$ cat config.mk
export PLATFORM = sky130hd
export DESIGN_NAME = tmc_timer_cfg
export DESIGN_NICKNAME = d
export VERILOG_FILES = /design/src/design/tmc_pkg.sv /design/src/design/tmc_sync.sv /design/src/design/tmc_timer_cfg.sv
export VERILOG_INCLUDE_DIRS = /design/src /design/src/design
export SDC_FILE = /design/constraint.sdc
export NUM_CORES = 1
export LEC_CHECK = 0
export ABC_CLOCK_PERIOD_IN_PS = 2450
export BUFFER_PORTS_ARGS = -buffer_cell sky130_fd_sc_hd__buf_2
export CORE_UTILIZATION = 25
export CTS_CLUSTER_DIAMETER = 200
export DETAILED_ROUTE_END_ITERATION = 12
export PLACE_DENSITY_LB_ADDON = 0.3
export SYNTH_ARGS = -nofsm -noshare
export SYNTH_HDL_FRONTEND = slang
export SYNTH_SLANG_ARGS = --single-unit
$ cat constraint.sdc
create_clock -name pclk -period 2.45 [get_ports pclk]
set_input_delay 0.49 -clock pclk [delete_from_list [all_inputs] [get_ports pclk]]
set_output_delay 0.49 -clock pclk [all_outputs]
set_load 0.02 [all_outputs]
$ cat src/design/tmc_params.svh
`ifndef TMC_PARAMS_SVH
`define TMC_PARAMS_SVH

// Register indices as printed; byte address is four times the index
`define TMC_IDX_CTRL 32'h4004_4000
`define TMC_IDX_IOCTL 32'h4004_4001
`define TMC_IDX_MODE 32'h4004_4002
`define TMC_IDX_GATE 32'h4004_4003

// Reset values
`define TMC_RST_CTRL 8'h00
`define TMC_RST_IOCTL 8'h00
`define TMC_RST_MODE 8'h00
`define TMC_RST_GATE 8'h00

// Writable bit masks; other bits are reserved
`define TMC_MASK_IOCTL 8'hf5
`define TMC_MASK_MODE 8'h7f
`define TMC_MASK_GATE 8'h07

// I/O control fields
`define TMC_IOC_POL 0
`define TMC_IOC_OE 2
`define TMC_IOC_FLT_LO 4
`define TMC_IOC_EGT_LO 6

// Mode select fields
`define TMC_MR_MODE_LO 0
`define TMC_MR_EDGE 3
`define TMC_MR_SRC_LO 4

// Event gate select fields
`define TMC_GS_TMR_LO 0
`define TMC_GS_LVL 2

// Control/status fields
`define TMC_CR_RUN 0
`define TMC_CR_ACT 1

// Divider terminal counts
`define TMC_DIV8_LAST 3'h7
`define TMC_DIV32_LAST 5'h1f

// Synchroniser lanes
`define TMC_SYNC_W 8

`endif

$ cat src/design/tmc_pkg.sv
package tmc_pkg;

  // Operating mode codes
  typedef enum logic [2:0] {
    TMC_MODE_TIMER = 3'h0,
    TMC_MODE_PULSE_OUT = 3'h1,
    TMC_MODE_EVENT = 3'h2,
    TMC_MODE_WIDTH = 3'h3,
    TMC_MODE_PERIOD = 3'h4
  } tmc_mode_e;

  // Count source codes
  typedef enum logic [2:0] {
    TMC_SRC_FCLK = 3'h0,
    TMC_SRC_DIV8 = 3'h1,
    TMC_SRC_DIV2 = 3'h3,
    TMC_SRC_LOSC = 3'h4,
    TMC_SRC_ELINK = 3'h5,
    TMC_SRC_SUB = 3'h6
  } tmc_src_e;

  // Event gate codes
  typedef enum logic [1:0] {
    TMC_EGT_ALWAYS = 2'h0,
    TMC_EGT_IRQ4 = 2'h1,
    TMC_EGT_TIMER = 2'h2
  } tmc_egt_e;

  // Input filter codes
  typedef enum logic [1:0] {
    TMC_FLT_NONE = 2'h0,
    TMC_FLT_FCLK = 2'h1,
    TMC_FLT_DIV8 = 2'h2,
    TMC_FLT_DIV32 = 2'h3
  } tmc_flt_e;

  // Synchroniser state
  typedef struct packed {
    logic [7:0] ff1;
    logic [7:0] ff2;
    logic [7:0] ff3;
    logic [7:0] stable;
  } tmc_sync_s;

  // Main block state
  typedef struct packed {
    logic [7:0] ioctl;
    logic [7:0] mode;
    logic [7:0] gate;
    logic run;
    logic active;
    logic [2:0] div8;
    logic div2;
    logic [4:0] fprescale;
    logic [1:0] fhist;
    logic io_filt;
    logic io_filt_d;
    logic losc_d;
    logic sub_d;
    logic io_out;
    logic tout;
    logic tick;
    logic win;
    logic edge_ev;
    logic reinit;
    logic [31:0] prdata;
    logic slverr;
  } tmc_state_s;

endpackage

$ cat src/design/tmc_sync.sv
`timescale 1ns/1ns
`include "tmc_params.svh"

// Three-stage synchroniser; a change counts once stages two and three agree
module tmc_sync
  import tmc_pkg::*;
(
  input wire logic pclk,
  input wire logic presetn,
  input wire logic [`TMC_SYNC_W-1:0] async_in,
  output logic [`TMC_SYNC_W-1:0] sync_out
);

  tmc_sync_s s_reg; // Registered state
  tmc_sync_s s_next; // Next state

  ////////////////////////////////////////////////////////////////////////
  // Next state: only ff2 reads ff1, keeping metastability contained
  always_comb begin
    s_next = s_reg;
    s_next.ff1 = async_in;
    s_next.ff2 = s_reg.ff1;
    s_next.ff3 = s_reg.ff2;
    // Per lane: take the new level once two late stages agree
    for (int i = 0; i < `TMC_SYNC_W; i++) begin
      if (s_reg.ff2[i] == s_reg.ff3[i]) begin
        s_next.stable[i] = s_reg.ff3[i];
      end
    end
  end

  ////////////////////////////////////////////////////////////////////////
  // State register
  always_ff @(posedge pclk or negedge presetn) begin
    if (!presetn) begin
      s_reg <= '0;
    end else begin
      s_reg <= s_next;
    end
  end

  assign sync_out = s_reg.stable;

endmodule // tmc_sync

$ cat src/design/tmc_timer_cfg.sv
`timescale 1ns/1ns
`include "tmc_params.svh"

module tmc_timer_cfg
  import tmc_pkg::*;
(
  input wire logic pclk,
  input wire logic presetn,
  input wire logic psel,
  input wire logic penable,
  input wire logic pwrite,
  input wire logic [31:0] paddr,
  input wire logic [31:0] pwdata,
  input wire logic [3:0] pstrb,
  output logic [31:0] prdata,
  output logic pready,
  output logic pslverr,
  input wire logic timer_io_pin_in,
  output logic timer_io_pin_out,
  output logic timer_io_pin_oe_n,
  output logic timer_out_pin,
  output logic timer_out_pin_oe_n,
  input wire logic ext_irq4_input,
  input wire logic gate_src_a,
  input wire logic gate_src_b,
  input wire logic gate_src_c,
  input wire logic gate_src_d,
  input wire logic low_speed_osc_clock,
  input wire logic subsys_clock,
  input wire logic event_link_event,
  input wire logic underflow_pulse,
  output logic count_tick,
  output logic count_active_flag,
  output logic measure_window,
  output logic measure_edge,
  output logic mode_reinit
);

  ////////////////////////////////////////////////////////////////////////
  // Helpers

  // Word-index match on the low ten index bits
  function automatic logic idx_hit(input logic [31:0] addr,
                                   input logic [31:0] idx);
    idx_hit = (addr[11:2] == idx[9:0]);
  endfunction

  // Rising edge between previous and current level
  function automatic logic rose(input logic cur, input logic prev);
    rose = cur & ~prev;
  endfunction

  ////////////////////////////////////////////////////////////////////////
  // Declarations

  tmc_state_s s_reg; // Registered state
  tmc_state_s s_next; // Next state
  logic [7:0] sync_v; // Raw pin levels into the synchroniser
  logic io_s; // Synchronised io pin
  logic irq4_s; // Synchronised irq4 input
  logic [3:0] gsrc_s; // Synchronised gate timers
  logic losc_s; // Synchronised low-speed oscillator
  logic sub_s; // Synchronised subsystem clock
  tmc_mode_e mode; // Decoded mode field
  tmc_src_e src; // Decoded source field
  tmc_flt_e flt; // Decoded filter field
  tmc_egt_e egt; // Decoded gate field
  logic pol; // Polarity bit
  logic both; // Both-edge bit
  logic glvl; // Gate level bit
  logic [1:0] gtmr; // Gate timer field
  logic samp_en; // Filter sample strobe
  logic src_tick; // Internal source tick
  logic ev_edge; // Counted io edge
  logic gate_ok; // Event gate open
  logic acc; // APB access phase
  logic wr; // Write takes effect
  logic hit_any; // Address maps to a register

  ////////////////////////////////////////////////////////////////////////
  // Pin synchronisers; slow clocks treated as sampled levels
  tmc_sync u_sync (
    .pclk(pclk),
    .presetn(presetn),
    .async_in(sync_v),
    .sync_out({sub_s, losc_s, gsrc_s, irq4_s, io_s})
  );

  assign sync_v = {subsys_clock, low_speed_osc_clock, gate_src_d,
                   gate_src_c, gate_src_b, gate_src_a, ext_irq4_input,
                   timer_io_pin_in};

  ////////////////////////////////////////////////////////////////////////
  // Field decode
  assign mode = tmc_mode_e'(s_reg.mode[`TMC_MR_MODE_LO +: 3]);
  assign src = tmc_src_e'(s_reg.mode[`TMC_MR_SRC_LO +: 3]);
  assign flt = tmc_flt_e'(s_reg.ioctl[`TMC_IOC_FLT_LO +: 2]);
  assign egt = tmc_egt_e'(s_reg.ioctl[`TMC_IOC_EGT_LO +: 2]);
  assign pol = s_reg.ioctl[`TMC_IOC_POL];
  assign both = s_reg.mode[`TMC_MR_EDGE];
  assign glvl = s_reg.gate[`TMC_GS_LVL];
  assign gtmr = s_reg.gate[`TMC_GS_TMR_LO +: 2];

  // APB phase decode
  assign acc = psel & penable;
  assign wr = acc & pwrite & pstrb[0];
  assign hit_any = idx_hit(paddr, `TMC_IDX_CTRL)
                 | idx_hit(paddr, `TMC_IDX_IOCTL)
                 | idx_hit(paddr, `TMC_IDX_MODE)
                 | idx_hit(paddr, `TMC_IDX_GATE);

  ////////////////////////////////////////////////////////////////////////
  // Filter sample strobe from a free prescaler
  always_comb begin
    case (flt)
      TMC_FLT_FCLK: samp_en = 1'b1;
      TMC_FLT_DIV8: samp_en = (s_reg.fprescale[2:0] == `TMC_DIV8_LAST);
      TMC_FLT_DIV32: samp_en = (s_reg.fprescale == `TMC_DIV32_LAST);
      default: samp_en = 1'b0;
    endcase
  end

  ////////////////////////////////////////////////////////////////////////
  // Internal count source; prohibited codes give no tick
  always_comb begin
    case (src)
      TMC_SRC_FCLK: src_tick = 1'b1;
      TMC_SRC_DIV8: src_tick = (s_reg.div8 == `TMC_DIV8_LAST);
      TMC_SRC_DIV2: src_tick = s_reg.div2;
      TMC_SRC_LOSC: src_tick = rose(losc_s, s_reg.losc_d);
      TMC_SRC_ELINK: src_tick = event_link_event;
      TMC_SRC_SUB: src_tick = rose(sub_s, s_reg.sub_d);
      default: src_tick = 1'b0;
    endcase
  end

  ////////////////////////////////////////////////////////////////////////
  // Event edge on the filtered io level
  always_comb begin
    if (both) begin
      ev_edge = s_reg.io_filt ^ s_reg.io_filt_d;
    end else if (pol) begin
      ev_edge = rose(s_reg.io_filt_d, s_reg.io_filt);
    end else begin
      ev_edge = rose(s_reg.io_filt, s_reg.io_filt_d);
    end
  end

  ////////////////////////////////////////////////////////////////////////
  // Event gate; code 11 is prohibited and keeps the gate shut
  always_comb begin
    case (egt)
      TMC_EGT_ALWAYS: gate_ok = 1'b1;
      TMC_EGT_IRQ4: gate_ok = (irq4_s == glvl);
      TMC_EGT_TIMER: gate_ok = (gsrc_s[gtmr] == glvl);
      default: gate_ok = 1'b0;
    endcase
  end

  ////////////////////////////////////////////////////////////////////////
  // Next state
  always_comb begin
    logic tick_src; // Tick of the source in use
    tick_src = 1'b0;
    s_next = s_reg;

    // Dividers and edge history
    s_next.div8 = s_reg.div8 + 3'h1;
    s_next.div2 = ~s_reg.div2;
    s_next.fprescale = s_reg.fprescale + 5'h01;
    s_next.losc_d = losc_s;
    s_next.sub_d = sub_s;
    s_next.io_filt_d = s_reg.io_filt;

    // Input filter: three equal samples before a new level is taken
    if (flt == TMC_FLT_NONE) begin
      s_next.io_filt = io_s;
      s_next.fhist = {io_s, io_s};
    end else if (samp_en) begin
      s_next.fhist = {s_reg.fhist[0], io_s};
      if (io_s == s_reg.fhist[0] && io_s == s_reg.fhist[1]) begin
        s_next.io_filt = io_s;
      end
    end

    // Event mode counts the io pin regardless of source field
    if (mode == TMC_MODE_EVENT) begin
      tick_src = ev_edge & gate_ok;
    end else begin
      tick_src = src_tick;
    end

    // Active flag catches up with run on a source tick
    if (tick_src) begin
      s_next.active = s_reg.run;
    end
    s_next.tick = tick_src & s_reg.active;

    // Measurement helpers for the counter datapath
    s_next.win = (mode == TMC_MODE_WIDTH) & (s_reg.io_filt == pol);
    s_next.edge_ev = 1'b0;
    if (mode == TMC_MODE_PERIOD) begin
      if (pol) begin
        s_next.edge_ev = rose(s_reg.io_filt_d, s_reg.io_filt);
      end else begin
        s_next.edge_ev = rose(s_reg.io_filt, s_reg.io_filt_d);
      end
    end

    // Pin outputs toggle on underflow while counting
    if (underflow_pulse && s_reg.active) begin
      s_next.tout = ~s_reg.tout;
      s_next.io_out = ~s_reg.io_out;
    end

    // APB read data, captured in the setup cycle
    s_next.reinit = 1'b0;
    if (psel && !penable) begin
      s_next.prdata = 32'h0000_0000;
      s_next.slverr = ~hit_any;
      if (idx_hit(paddr, `TMC_IDX_CTRL)) begin
        s_next.prdata[`TMC_CR_RUN] = s_reg.run;
        s_next.prdata[`TMC_CR_ACT] = s_reg.active;
      end else if (idx_hit(paddr, `TMC_IDX_IOCTL)) begin
        s_next.prdata[7:0] = s_reg.ioctl;
      end else if (idx_hit(paddr, `TMC_IDX_MODE)) begin
        s_next.prdata[7:0] = s_reg.mode;
      end else if (idx_hit(paddr, `TMC_IDX_GATE)) begin
        s_next.prdata[7:0] = s_reg.gate;
      end
    end

    // APB writes; reserved bits are masked off
    if (wr) begin
      if (idx_hit(paddr, `TMC_IDX_CTRL)) begin
        s_next.run = pwdata[`TMC_CR_RUN];
      end else if (idx_hit(paddr, `TMC_IDX_IOCTL)) begin
        s_next.ioctl = pwdata[7:0] & `TMC_MASK_IOCTL;
      end else if (idx_hit(paddr, `TMC_IDX_MODE)) begin
        // Source and mode are taken as written; keeping them
        // still while counting is left to software
        s_next.mode = pwdata[7:0] & `TMC_MASK_MODE;
        s_next.reinit = 1'b1;
        // Both pins back to their initial levels
        s_next.tout = s_reg.ioctl[`TMC_IOC_POL];
        s_next.io_out = ~s_reg.ioctl[`TMC_IOC_POL];
      end else if (idx_hit(paddr, `TMC_IDX_GATE)) begin
        s_next.gate = pwdata[7:0] & `TMC_MASK_GATE;
      end
    end
  end

  ////////////////////////////////////////////////////////////////////////
  // State register; all control state clears on reset, except io_out, which resets high
  always_ff @(posedge pclk or negedge presetn) begin
    if (!presetn) begin
      s_reg <= '0;
      s_reg.ioctl <= `TMC_RST_IOCTL;
      s_reg.mode <= `TMC_RST_MODE;
      s_reg.gate <= `TMC_RST_GATE;
      s_reg.io_out <= 1'b1;
    end else begin
      s_reg <= s_next;
    end
  end

  ////////////////////////////////////////////////////////////////////////
  // Outputs

  // Zero-wait slave; unmapped words answer with an error
  assign pready = 1'b1;
  assign pslverr = s_reg.slverr & acc;
  assign prdata = s_reg.prdata;

  // The io pin is driven only in pulse output mode
  assign timer_io_pin_out = s_reg.io_out;
  assign timer_io_pin_oe_n = ~(mode == TMC_MODE_PULSE_OUT);
  assign timer_out_pin = s_reg.tout;
  assign timer_out_pin_oe_n = ~s_reg.ioctl[`TMC_IOC_OE];

  assign count_tick = s_reg.tick;
  assign count_active_flag = s_reg.active;
  assign measure_window = s_reg.win;
  assign measure_edge = s_reg.edge_ev;
  assign mode_reinit = s_reg.reinit;

endmodule // tmc_timer_cfg

==> reports/results.tsv, run 1 <==
stage	metric	value	unit
run_status	status	finished, final reports clean	
flow_run	max cap viols	0	
clocking	CTS tree	built	
sta	min Tclk post-route	2.14	ns
drt	per-cell routed wire length	12.5	um
drt	ANT nets after route	0	
global_routing	met1 Track Usage GR	12.9	%
hold_path	Hold Crit Class	in -> async	
yosys	Cell variety after synth	44	
yosys	ys flop type	dfrtp_1	
floorplan	core footprint	0.0128	mm^2
floorplan	Die Y-Extent	117	um
critical_path	Setup crit start kind	register	
placed_design	final RePlAce weighted congestion	0.744	
clocking	clock latency at the later pin of the worst-skew pair	0.34	ns
power	NetSw	703	uW
power	pwr/cell area	717	mW/mm^2
yosys	Ys Warns	0	
critical_path	most used cell, CP	ha_1	
clocking	clock-pin slew on the worst setup and hold paths	0.06	ns
power	sequential power share	49.2	%
global_routing	GR peak layer	met2	
sta	Rel. slew slack	66.1	%
critical_path	CP Max Fanout	2	
clocking	clock sinks	80	
sta	Tcrit/Tclk final	87.2	%
yosys	Post-Syn Area	0.00330	mm^2
floorplan	num rows	41	
global_routing	largest net degree at the start of global routing	44	
yosys	Cells after Synth	258	
sta	unrepaired setup endpoints after global routing	no	
sta	Slew Viols, Final	0	
drt	Via density	4.00	
power	sw frac	24.8	%
final_layout	layout cell share with drive strength beyond 1	29.9	%
sta	fmax	0.468	GHz
final_layout	Non-Filler Instances	490	
critical_path	Critical R2R Launch	s_reg[51]$_DFF_PN0_	
final_layout	Area growth syn-to-layout	19.4	%
clocking	Post CTS Setup Buffer Count	0	
sta	Final Hold Fails	0	
power	P_int	2130	uW
drt	total number of vias	1958	
placed_design	placed cells	474	
yosys	#FFs+latches synth	80	
floorplan	# IOs	126	
critical_path	reg2reg setup slack	0.31	ns
final_layout	Largest register FFs	20	
floorplan	die area	0.0137	mm^2
yosys	syn avg cell area	12.8	um^2
critical_path	Data required, critical path	2.67	ns
final_layout	Final #Nets	406	
drt	Routed WL	6130	um
clocking	CTS buffer count	9	
clocking	Hold-fix buffers, CTS	0	
global_routing	GRT overflow	0	
power	peak supply drop	0.356	mV
drt	number of iterations in the first detailed-routing pass	4	
critical_path	reg2reg path depth	8	
floorplan	DIE WIDTH	117	um
yosys	Post-synth EDFFs	0	
critical_path	RR Endpoint	count_active_flag$_DFFE_PN0P_	
clocking	Post-CTS Resized	0	
critical_path	worst-path cell chain	ha_1, ha_1, nor3b_1, a211oi_1, a41o_1, a22o_1, a31oi_1, mux2_1	
drt	DR DRC count	0	
clocking	H-tree depth	3	
final_layout	ANT cells	0	
power	Clock power frac	45.2	%
placed_design	port bufs	51	
global_routing	initial antenna violation count	0	
final_layout	Fill cells	1288	
critical_path	CP max stage cell	dfrtp_1	
global_routing	global-route wire length before repair	10300	um
sta	Worst Tran Pin Value	0.509	ns
sta	Setup TNS	0	ns
clocking	Root Buffer	clkbuf_16	
critical_path	worst path bufs/invs	0	
sta	final setup fails	0	
critical_path	Critical Path AT	2.36	ns
global_routing	GRT met2 Usage	16.3	%
global_routing	vias in the first global route	1993	
critical_path	critical path class	reg -> reg	
critical_path	CP peak stage delay	0.39	ns
power	leak pwr	0.00194	uW
yosys	Seq/Total Area, Yosys	60.6	%
final_layout	Multi-input gate area	0.00108	mm^2
yosys	Async SR Flop Fraction	100	%
floorplan	Initial Utilization	25.9	%
global_routing	met3 usage	2.78	%
global_routing	GR Util All Layers	10.2	%
sta	Final Skew	0.00731	ns
drt	initial DRC count	62	
power	Comb pwr share	5.6	%
critical_path	Worst Setup End Kind	register	
placed_design	post-detail-place hpwl	4520	um
final_layout	register area	0.00200	mm^2
final_layout	most common cell after layout, fill and taps aside	dfrtp_1	
final_layout	most frequent cells in the layout	dfrtp_1 (79), buf_2 (50), conb_1 (25), mux2_2 (17), nand2_1 (15)	
clocking	CTS max path bufs	2	
critical_path	family with the most delay on the worst path	compound AO/OA/AOI/OAI gates	
==> worst max path at each step <==
stage	to	cells past startpoint	start	slack (ns)
floorplan	count_active_flag$_DFFE_PN0P_	8	s_reg[51]$_DFF_PN0_	0.52
global placement	count_active_flag$_DFFE_PN0P_	8	s_reg[51]$_DFF_PN0_	0.31
detailed placement	count_active_flag$_DFFE_PN0P_	8	s_reg[51]$_DFF_PN0_	0.29
CTS	count_active_flag$_DFFE_PN0P_	8	s_reg[51]$_DFF_PN0_	0.28
global route	count_active_flag$_DFFE_PN0P_	8	s_reg[51]$_DFF_PN0_	0.18
finish	count_active_flag$_DFFE_PN0P_	8	s_reg[51]$_DFF_PN0_	0.31
==> layer usage <==
layer	wire (um)	share of wire, %
met1	2910	47
met2	2790	46
met3	314	5.1
met4	114	1.9
met5	0	0
==> through the flow <==
step	instance area (um^2)	worst slack, ns	power (uW)	util, %	hold WS, ns
final	3950	0.313	2830	30.9	0.121
after global routing	3950	0.177	2960	30.9	0.170
after detailed placement	3660	0.287	1580	28.7	0.335
after CTS	3950	0.275	2870	30.9	0.145
after floorplan	3390	0.525	1530	-	0.194
after global placement	3660	0.306	1580	28.7	0.334
==> synthesized netlist by cell type, types with 2 or more instances <==
cell     count  area (um^2)
nand2_1     15         56.3
nor4_1       2         12.5
xnor2_1      3         26.3
o21ai_0     14         70.1
xor2_1       2         17.5
nor3b_1      2         15.0
buf_4       33          248
and2_1       2         12.5
nor2_1      11         41.3
a22oi_1      5         37.5
mux2i_1      4         40.0
maj3_1       8         80.1
ha_1        10          125
buf_2        2         10.0
and3_1       3         18.8
a21oi_1      3         15.0
a32o_1       2         20.0
inv_1       13         48.8
nor2b_1      3         18.8
conb_1       2         7.51
dfrtp_1     79         1980
a22o_1       2         17.5
mux2_2      17          191
==> cell type report <==
class                   instances  area share (%)
inverters                      13            1.24
clock buffers                   9            5.71
flip-flops and latches         80            50.8
multi-input cells             152            27.3
well taps                     172            5.45
clock inverters                 7            1.55
repair buffers                 57            7.99
==> cell families (layout without fill, tap and decap cells) <==
family | count (synthesis) | count (layout) | share of synthesized area, %
flip-flops | 80 | 80 | 60.6
adder cells (fa/ha/maj) | 18 | 18 | 6.21
other | 2 | 25 | 0.227
AND/OR/NAND/NOR | 47 | 47 | 7.35
multiplexers | 23 | 23 | 8.03
AO/OA/AOI/OAI | 34 | 34 | 6.85
buffers and inverters | 49 | 86 | 9.39
XOR/XNOR | 5 | 5 | 1.33
==> power groups by stage <==
stage	Combinational (uW)	Clock (uW)	Sequential, uW
5_1_grt	185	1370	1400
3_5_place_dp	162	0	1420
3_3_place_gp	160	0	1420
6_report	159	1280	1390
4_1_cts	163	1320	1390
2_1_floorplan	113	0	1410
Note: power is estimated with default switching activity, not from simulation.
==> run 2, diff against run 1 <==
CORE_UTILIZATION = 45   (was 25)
==> run 2 against run 1 <==
First-iteration DRC count increased by 1.6%. Non-clock buffer count decreased by 1. Critical endpoint unchanged. Combinational power about the same. Total power decreased by 12%. Via count decreased by 0.51%. Sequential share of layout area increased by 2.6 points. Global-route usage increased by 5.2 points. Worst setup slack got worse by 0.0021 ns.
==> reports/results.tsv, run 2 (same netlist as run 1, synthesis figures left out) <==
stage	metric	value	unit
run_status	status	finished, final reports clean	
sta	PnR worst setup slack	0.311	ns
power	NetSw	598	uW
global_routing	largest net degree at the start of global routing	49	
floorplan	core footprint	0.00694	mm^2
floorplan	Initial Utilization	47.6	%
flow_run	max cap viols	0	
clocking	Hold-fix buffers, CTS	0	
sta	Worst Tran Pin Value	0.600	ns
critical_path	Data required, critical path	2.69	ns
placed_design	pre-CTS worst setup slack	0.306	ns
drt	initial DRC count	63	
sta	final setup fails	0	
critical_path	critical path startpoint	s_reg[51]$_DFF_PN0_	
power	sw frac	24.0	%
critical_path	reg2reg setup slack	0.31	ns
final_layout	most common cell after layout, fill and taps aside	dfrtp_1	
sta	Final Hold Fails	0	
critical_path	Critical Path AT	2.38	ns
critical_path	Crit. path cell count	8	
critical_path	CP max stage cell	dfrtp_1	
drt	Routed WL	5300	um
critical_path	most used cell, CP	ha_1	
critical_path	worst-path cell chain	ha_1, ha_1, nor3b_1, a211oi_1, a41o_1, a22o_1, a31oi_1, mux2_1	
placed_design	Placed Area	0.00356	mm^2
floorplan	DIE WIDTH	87.7	um
critical_path	CP peak stage delay	0.39	ns
final_layout	most frequent cells in the layout	dfrtp_1 (79), buf_2 (50), conb_1 (25), mux2_2 (17), nand2_1 (15)	
global_routing	GRT overflow	0	
clocking	clock-pin slew on the worst setup and hold paths	0.08	ns
sta	fmax	0.467	GHz
floorplan	# IOs	126	
sta	Final Skew	0.00701	ns
floorplan	num rows	30	
final_layout	Largest register FFs	20	
sta	Rel. slew slack	60.0	%
critical_path	Worst Setup End Kind	register	
floorplan	die area	0.00769	mm^2
placed_design	placed cells	397	
clocking	CTS buffer count	9	
clocking	clock sinks	80	
critical_path	RR Endpoint	count_active_flag$_DFFE_PN0P_	
clocking	clock latency at the later pin of the worst-skew pair	0.35	ns
critical_path	Critical R2R Launch	s_reg[51]$_DFF_PN0_	
final_layout	Non-Filler Instances	413	
clocking	CTS tree	built	
critical_path	family with the most delay on the worst path	compound AO/OA/AOI/OAI gates	
power	sequential power share	55.9	%
critical_path	crit path to	count_active_flag$_DFFE_PN0P_	
drt	ANT nets after route	0	
power	P_int	1890	uW
placed_design	port bufs	51	
drt	total number of vias	1948	
hold_path	Hold Crit Class	in -> async	
floorplan	Die Y-Extent	87.7	um
sta	Slew Viols, Final	0	
sta	Tcrit/Tclk final	87.3	%
placed_design	final RePlAce weighted congestion	0.772	
drt	Via density	4.72	
global_routing	initial antenna violation count	0	
sta	unrepaired setup endpoints after global routing	no	
clocking	Post-CTS Resized	0	
power	Clock power frac	37.8	%
final_layout	Final #Nets	405	
critical_path	critical path class	reg -> reg	
final_layout	Area growth syn-to-layout	13.5	%
final_layout	layout cell share with drive strength beyond 1	29.7	%
clocking	H-tree depth	3	
power	pwr/cell area	664	mW/mm^2
final_layout	ANT cells	0	
critical_path	reg2reg path depth	8	
critical_path	CP Max Fanout	2	
final_layout	post-route cell area	0.00375	mm^2
clocking	Root Buffer	clkbuf_8	
global_routing	GR Util All Layers	15.5	%
critical_path	Setup crit start kind	register	
drt	DR DRC count	0	
critical_path	worst path bufs/invs	0	
clocking	CTS max path bufs	2	
global_routing	vias in the first global route	1773	
power	leak pwr	0.00189	uW
placed_design	post-detail-place hpwl	3890	um
sta	min Tclk post-route	2.14	ns
clocking	Post CTS Setup Buffer Count	0	
global_routing	global-route wire length before repair	8570	um
drt	number of iterations in the first detailed-routing pass	4	
drt	per-cell routed wire length	12.8	um
power	Comb pwr share	6.3	%
power	peak supply drop	0.452	mV
sta	Setup TNS	0	ns
## run 2: cell types whose count changed in the layout (fill, tap and decap cells not counted), sizes merged
cell	before	now
buf	57	56
bufinv	0	1
clkinv	3	4
clkinvlp	0	1
inv	17	14
## run 2: worst reg2reg max path, stage by stage, from the launching register on
cell,delay (ns)
dfrtp_1,0.39
ha_1,0.20
ha_1,0.17
nor3b_1,0.17
a211oi_1,0.07
a41o_1,0.22
a22o_1,0.18
a31oi_1,0.27
mux2_1,0.35
## run 2: worst min-delay path by stage
stage / slack, ns / cells after the start / endpoint / from
finish: 0.15 / 1 / count_tick$_DFF_PN0_ / presetn
global route: 0.18 / 1 / prdata[0]$_DFFE_PN0P_ / presetn
CTS: 0.16 / 1 / count_tick$_DFF_PN0_ / presetn
detailed placement: 0.33 / 0 / u_sync.s_next[10]$_DFF_PN0_ / u_sync.s_next[18]$_DFF_PN0_
global placement: 0.33 / 0 / u_sync.s_next[9]$_DFF_PN0_ / u_sync.s_next[17]$_DFF_PN0_
floorplan: 0.19 / 0 / both$_DFFE_PN0P_ / presetn
## run 2: area by class of cell
type / instances / area [um^2]
Fill cell: 613 / 3190
Sequential cell: 80 / 2000
Multi-Input combinational cell: 152 / 1080
Timing Repair Buffer: 56 / 308
Clock buffer: 9 / 124
Tap cell: 96 / 120
Clock inverter: 7 / 70.1
Inverter: 13 / 48.8
## run 2: per-stage QoR
step	util [%]	power (uW)	hold slack [ns]
3_3_place_gp	51.2	1570	0.332
5_1_grt	54.0	2600	0.183
3_5_place_dp	51.2	1580	0.335
2_1_floorplan	-	1530	0.194
4_1_cts	54.0	2520	0.161
6_report	54.0	2490	0.146
## run 2: power by group through the flow
| stage | clock network (uW) | logic (uW) | registers, uW |
|---|---|---|---|
| 5_1_grt | 1020 | 178 | 1400 |
| 2_1_floorplan | 0 | 113 | 1410 |
| 6_report | 940 | 158 | 1390 |
| 4_1_cts | 969 | 160 | 1390 |
| 3_3_place_gp | 0 | 156 | 1420 |
| 3_5_place_dp | 0 | 160 | 1420 |
## run 2: layer usage
layer	vias up	wire, um	track usage (%)
li1	931	-	-
met5	-	0	0
met2	70	2420	23.3
met4	0	118	8.94
met1	936	2500	20.4
met3	11	271	4.15
==> run 3, diff against run 2 <==
BUFFER_PORTS_ARGS = -buffer_cell sky130_fd_sc_hd__buf_4   (was -buffer_cell sky130_fd_sc_hd__buf_2)
CORE_UTILIZATION = 49   (was 45)
==> run 3 against run 2 <==
The flow now finishes with violations (DRC). Cell count shrank 4.8%. Non-clock buffer count stayed put. Clock skew grew 0.0041 ns. Routed wire length increased by 0.62%. Clock-buffer cell count rose by 1. First-iteration DRC count increased by 100%. Global-route usage is 1.4 points higher. Sequential share of layout area decreased by 1.5 points. Combinational power grew 8%. Clock power grew 3.9%.
==> reports/results.tsv, run 3 (same netlist as run 1, synthesis figures left out) <==
stage	metric	value	unit
run_status	status	complete, but fails checks	
run_status	violated checks	DRC	
final_layout	most common cell after layout, fill and taps aside	dfrtp_1	
drt	number of iterations in the first detailed-routing pass	8	
global_routing	global-route wire length before repair	9010	um
clocking	CTS buffer count	9	
critical_path	most used cell, CP	ha_1	
hold_path	Hold Crit Class	in -> async	
final_layout	Area growth syn-to-layout	16.8	%
floorplan	# IOs	126	
power	sequential power share	54.8	%
drt	Via density	4.97	
drt	initial DRC count	126	
critical_path	critical path startpoint	s_reg[51]$_DFF_PN0_	
critical_path	Crit. path cell count	8	
sta	final setup fails	0	
global_routing	largest net degree at the start of global routing	46	
sta	Worst Tran Pin Value	0.591	ns
clocking	Post-CTS Resized	0	
sta	Final Hold Fails	0	
sta	Setup TNS	0	ns
final_layout	most frequent cells in the layout	dfrtp_1 (79), buf_4 (55), conb_1 (25), mux2_2 (17), nand2_1 (15)	
floorplan	num rows	29	
power	Power Total	2540	uW
critical_path	Data required, critical path	2.69	ns
critical_path	critical path class	reg -> reg	
sta	Slew Viols, Final	0	
sta	min Tclk post-route	2.15	ns
power	P_int	1940	uW
critical_path	CP Max Fanout	2	
power	leak pwr	0.00192	uW
global_routing	initial antenna violation count	0	
critical_path	worst path bufs/invs	0	
critical_path	crit path to	count_active_flag$_DFFE_PN0P_	
placed_design	port bufs	51	
drt	ANT nets after route	0	
clocking	clock latency at the later pin of the worst-skew pair	0.35	ns
sta	Final Skew	0.0111	ns
final_layout	Largest register FFs	20	
floorplan	die area	0.00708	mm^2
critical_path	Setup crit start kind	register	
global_routing	GR peak layer	met2	
critical_path	Critical R2R Launch	s_reg[51]$_DFF_PN0_	
critical_path	worst-path cell chain	ha_1, ha_1, nor3b_1, a211oi_1, a41o_1, a22o_1, a31oi_1, mux2_1	
power	sw frac	23.6	%
clocking	Root Buffer	clkbuf_8	
placed_design	final RePlAce weighted congestion	0.747	
critical_path	family with the most delay on the worst path	compound AO/OA/AOI/OAI gates	
flow_run	max cap viols	0	
drt	Routed WL	5340	um
power	pwr/cell area	658	mW/mm^2
critical_path	Critical Path AT	2.39	ns
critical_path	RR Endpoint	count_active_flag$_DFFE_PN0P_	
clocking	clock-pin slew on the worst setup and hold paths	0.09	ns
global_routing	GR Util All Layers	16.9	%
global_routing	met1 Track Usage GR	21.9	%
power	Comb pwr share	6.7	%
clocking	CTS tree	built	
sta	unrepaired setup endpoints after global routing	no	
critical_path	reg2reg path depth	8	
drt	DR DRC count	25	
sta	Rel. slew slack	60.6	%
critical_path	CP peak stage delay	0.38	ns
clocking	clock sinks	80	
global_routing	GRT overflow	0	
drt	per-cell routed wire length	13.6	um
critical_path	CP max stage cell	dfrtp_1	
power	peak supply drop	0.391	mV
critical_path	reg2reg setup slack	0.30	ns
drt	total number of vias	1952	
clocking	CTS max path bufs	2	
clocking	Post CTS Setup Buffer Count	0	
final_layout	layout cell share with drive strength beyond 1	29.4	%
floorplan	Die Y-Extent	84.1	um
floorplan	core footprint	0.00642	mm^2
floorplan	DIE WIDTH	84.1	um
sta	Tcrit/Tclk final	87.7	%
power	NetSw	601	uW
global_routing	GRT met2 Usage	25.9	%
final_layout	ANT cells	0	
clocking	Hold-fix buffers, CTS	0	
power	Clock power frac	38.5	%
sta	fmax	0.465	GHz
global_routing	met3 usage	4.55	%
placed_design	post-detail-place hpwl	3910	um
critical_path	Worst Setup End Kind	register	
clocking	H-tree depth	3	
floorplan	Initial Utilization	51.5	%
final_layout	Final #Nets	405	
global_routing	vias in the first global route	1887	
## run 3: cell count changes in the layout (fill, tap and decap cells not counted)
cell	delta
clkbuf_8	+1
clkinvlp_4	-1
clkinv_2	-3
inv_6	+1
buf_4	+50
clkinv_4	+1
buf_2	-50
## run 3: how the worst min path moves through the flow
| stage | end | slack [ns] |
|---|---|---|
| 2_1_floorplan | both$_DFFE_PN0P_ | 0.19 |
| 3_3_place_gp | u_sync.s_next[11]$_DFF_PN0_ | 0.33 |
| 3_5_place_dp | u_sync.s_next[10]$_DFF_PN0_ | 0.33 |
| 4_1_cts | prdata[0]$_DFFE_PN0P_ | 0.14 |
| 5_1_grt | prdata[1]$_DFFE_PN0P_ | 0.16 |
| 6_report | prdata[1]$_DFFE_PN0P_ | 0.13 |
## run 3: power by group through the flow
stage	Sequential, uW	Combinational, uW	Clock (uW)
after global routing	1400	190	1070
after global placement	1420	170	0
final	1390	171	977
after CTS	1390	174	1010
after detailed placement	1420	174	0
after floorplan	1410	113	0
## run 3: per-stage QoR
| stage | area, um^2 | hold WS (ns) | util (%) | setup WS, ns | instances |
|---|---|---|---|---|---|
| floorplan | 3390 | 0.194 | - | 0.525 | 281 |
| global placement | 3660 | 0.331 | 57.0 | 0.294 | 378 |
| detailed placement | 3660 | 0.335 | 57.0 | 0.268 | 378 |
| CTS | 3860 | 0.139 | 60.1 | 0.262 | 393 |
| global route | 3860 | 0.162 | 60.1 | 0.111 | 393 |
| finish | 3860 | 0.132 | 60.1 | 0.300 | 393 |
## run 3: area by class of cell
class / count / area [um^2]
Clock buffer: 10 / 138
Inverter: 13 / 48.8
Fill cell: 538 / 2560
Tap cell: 77 / 96.3
Clock inverter: 5 / 65.1
Timing Repair Buffer: 56 / 433
Multi-Input combinational cell: 152 / 1080
Sequential cell: 80 / 2000
## run 3: layer usage
metal / share of wire, % / wire, um / vias to the layer above
met5: 0 / 0 / -
met4: 1.7 / 91 / 0
met3: 6.5 / 348 / 10
met2: 46 / 2480 / 72
met1: 45 / 2420 / 939
li1: - / - / 931
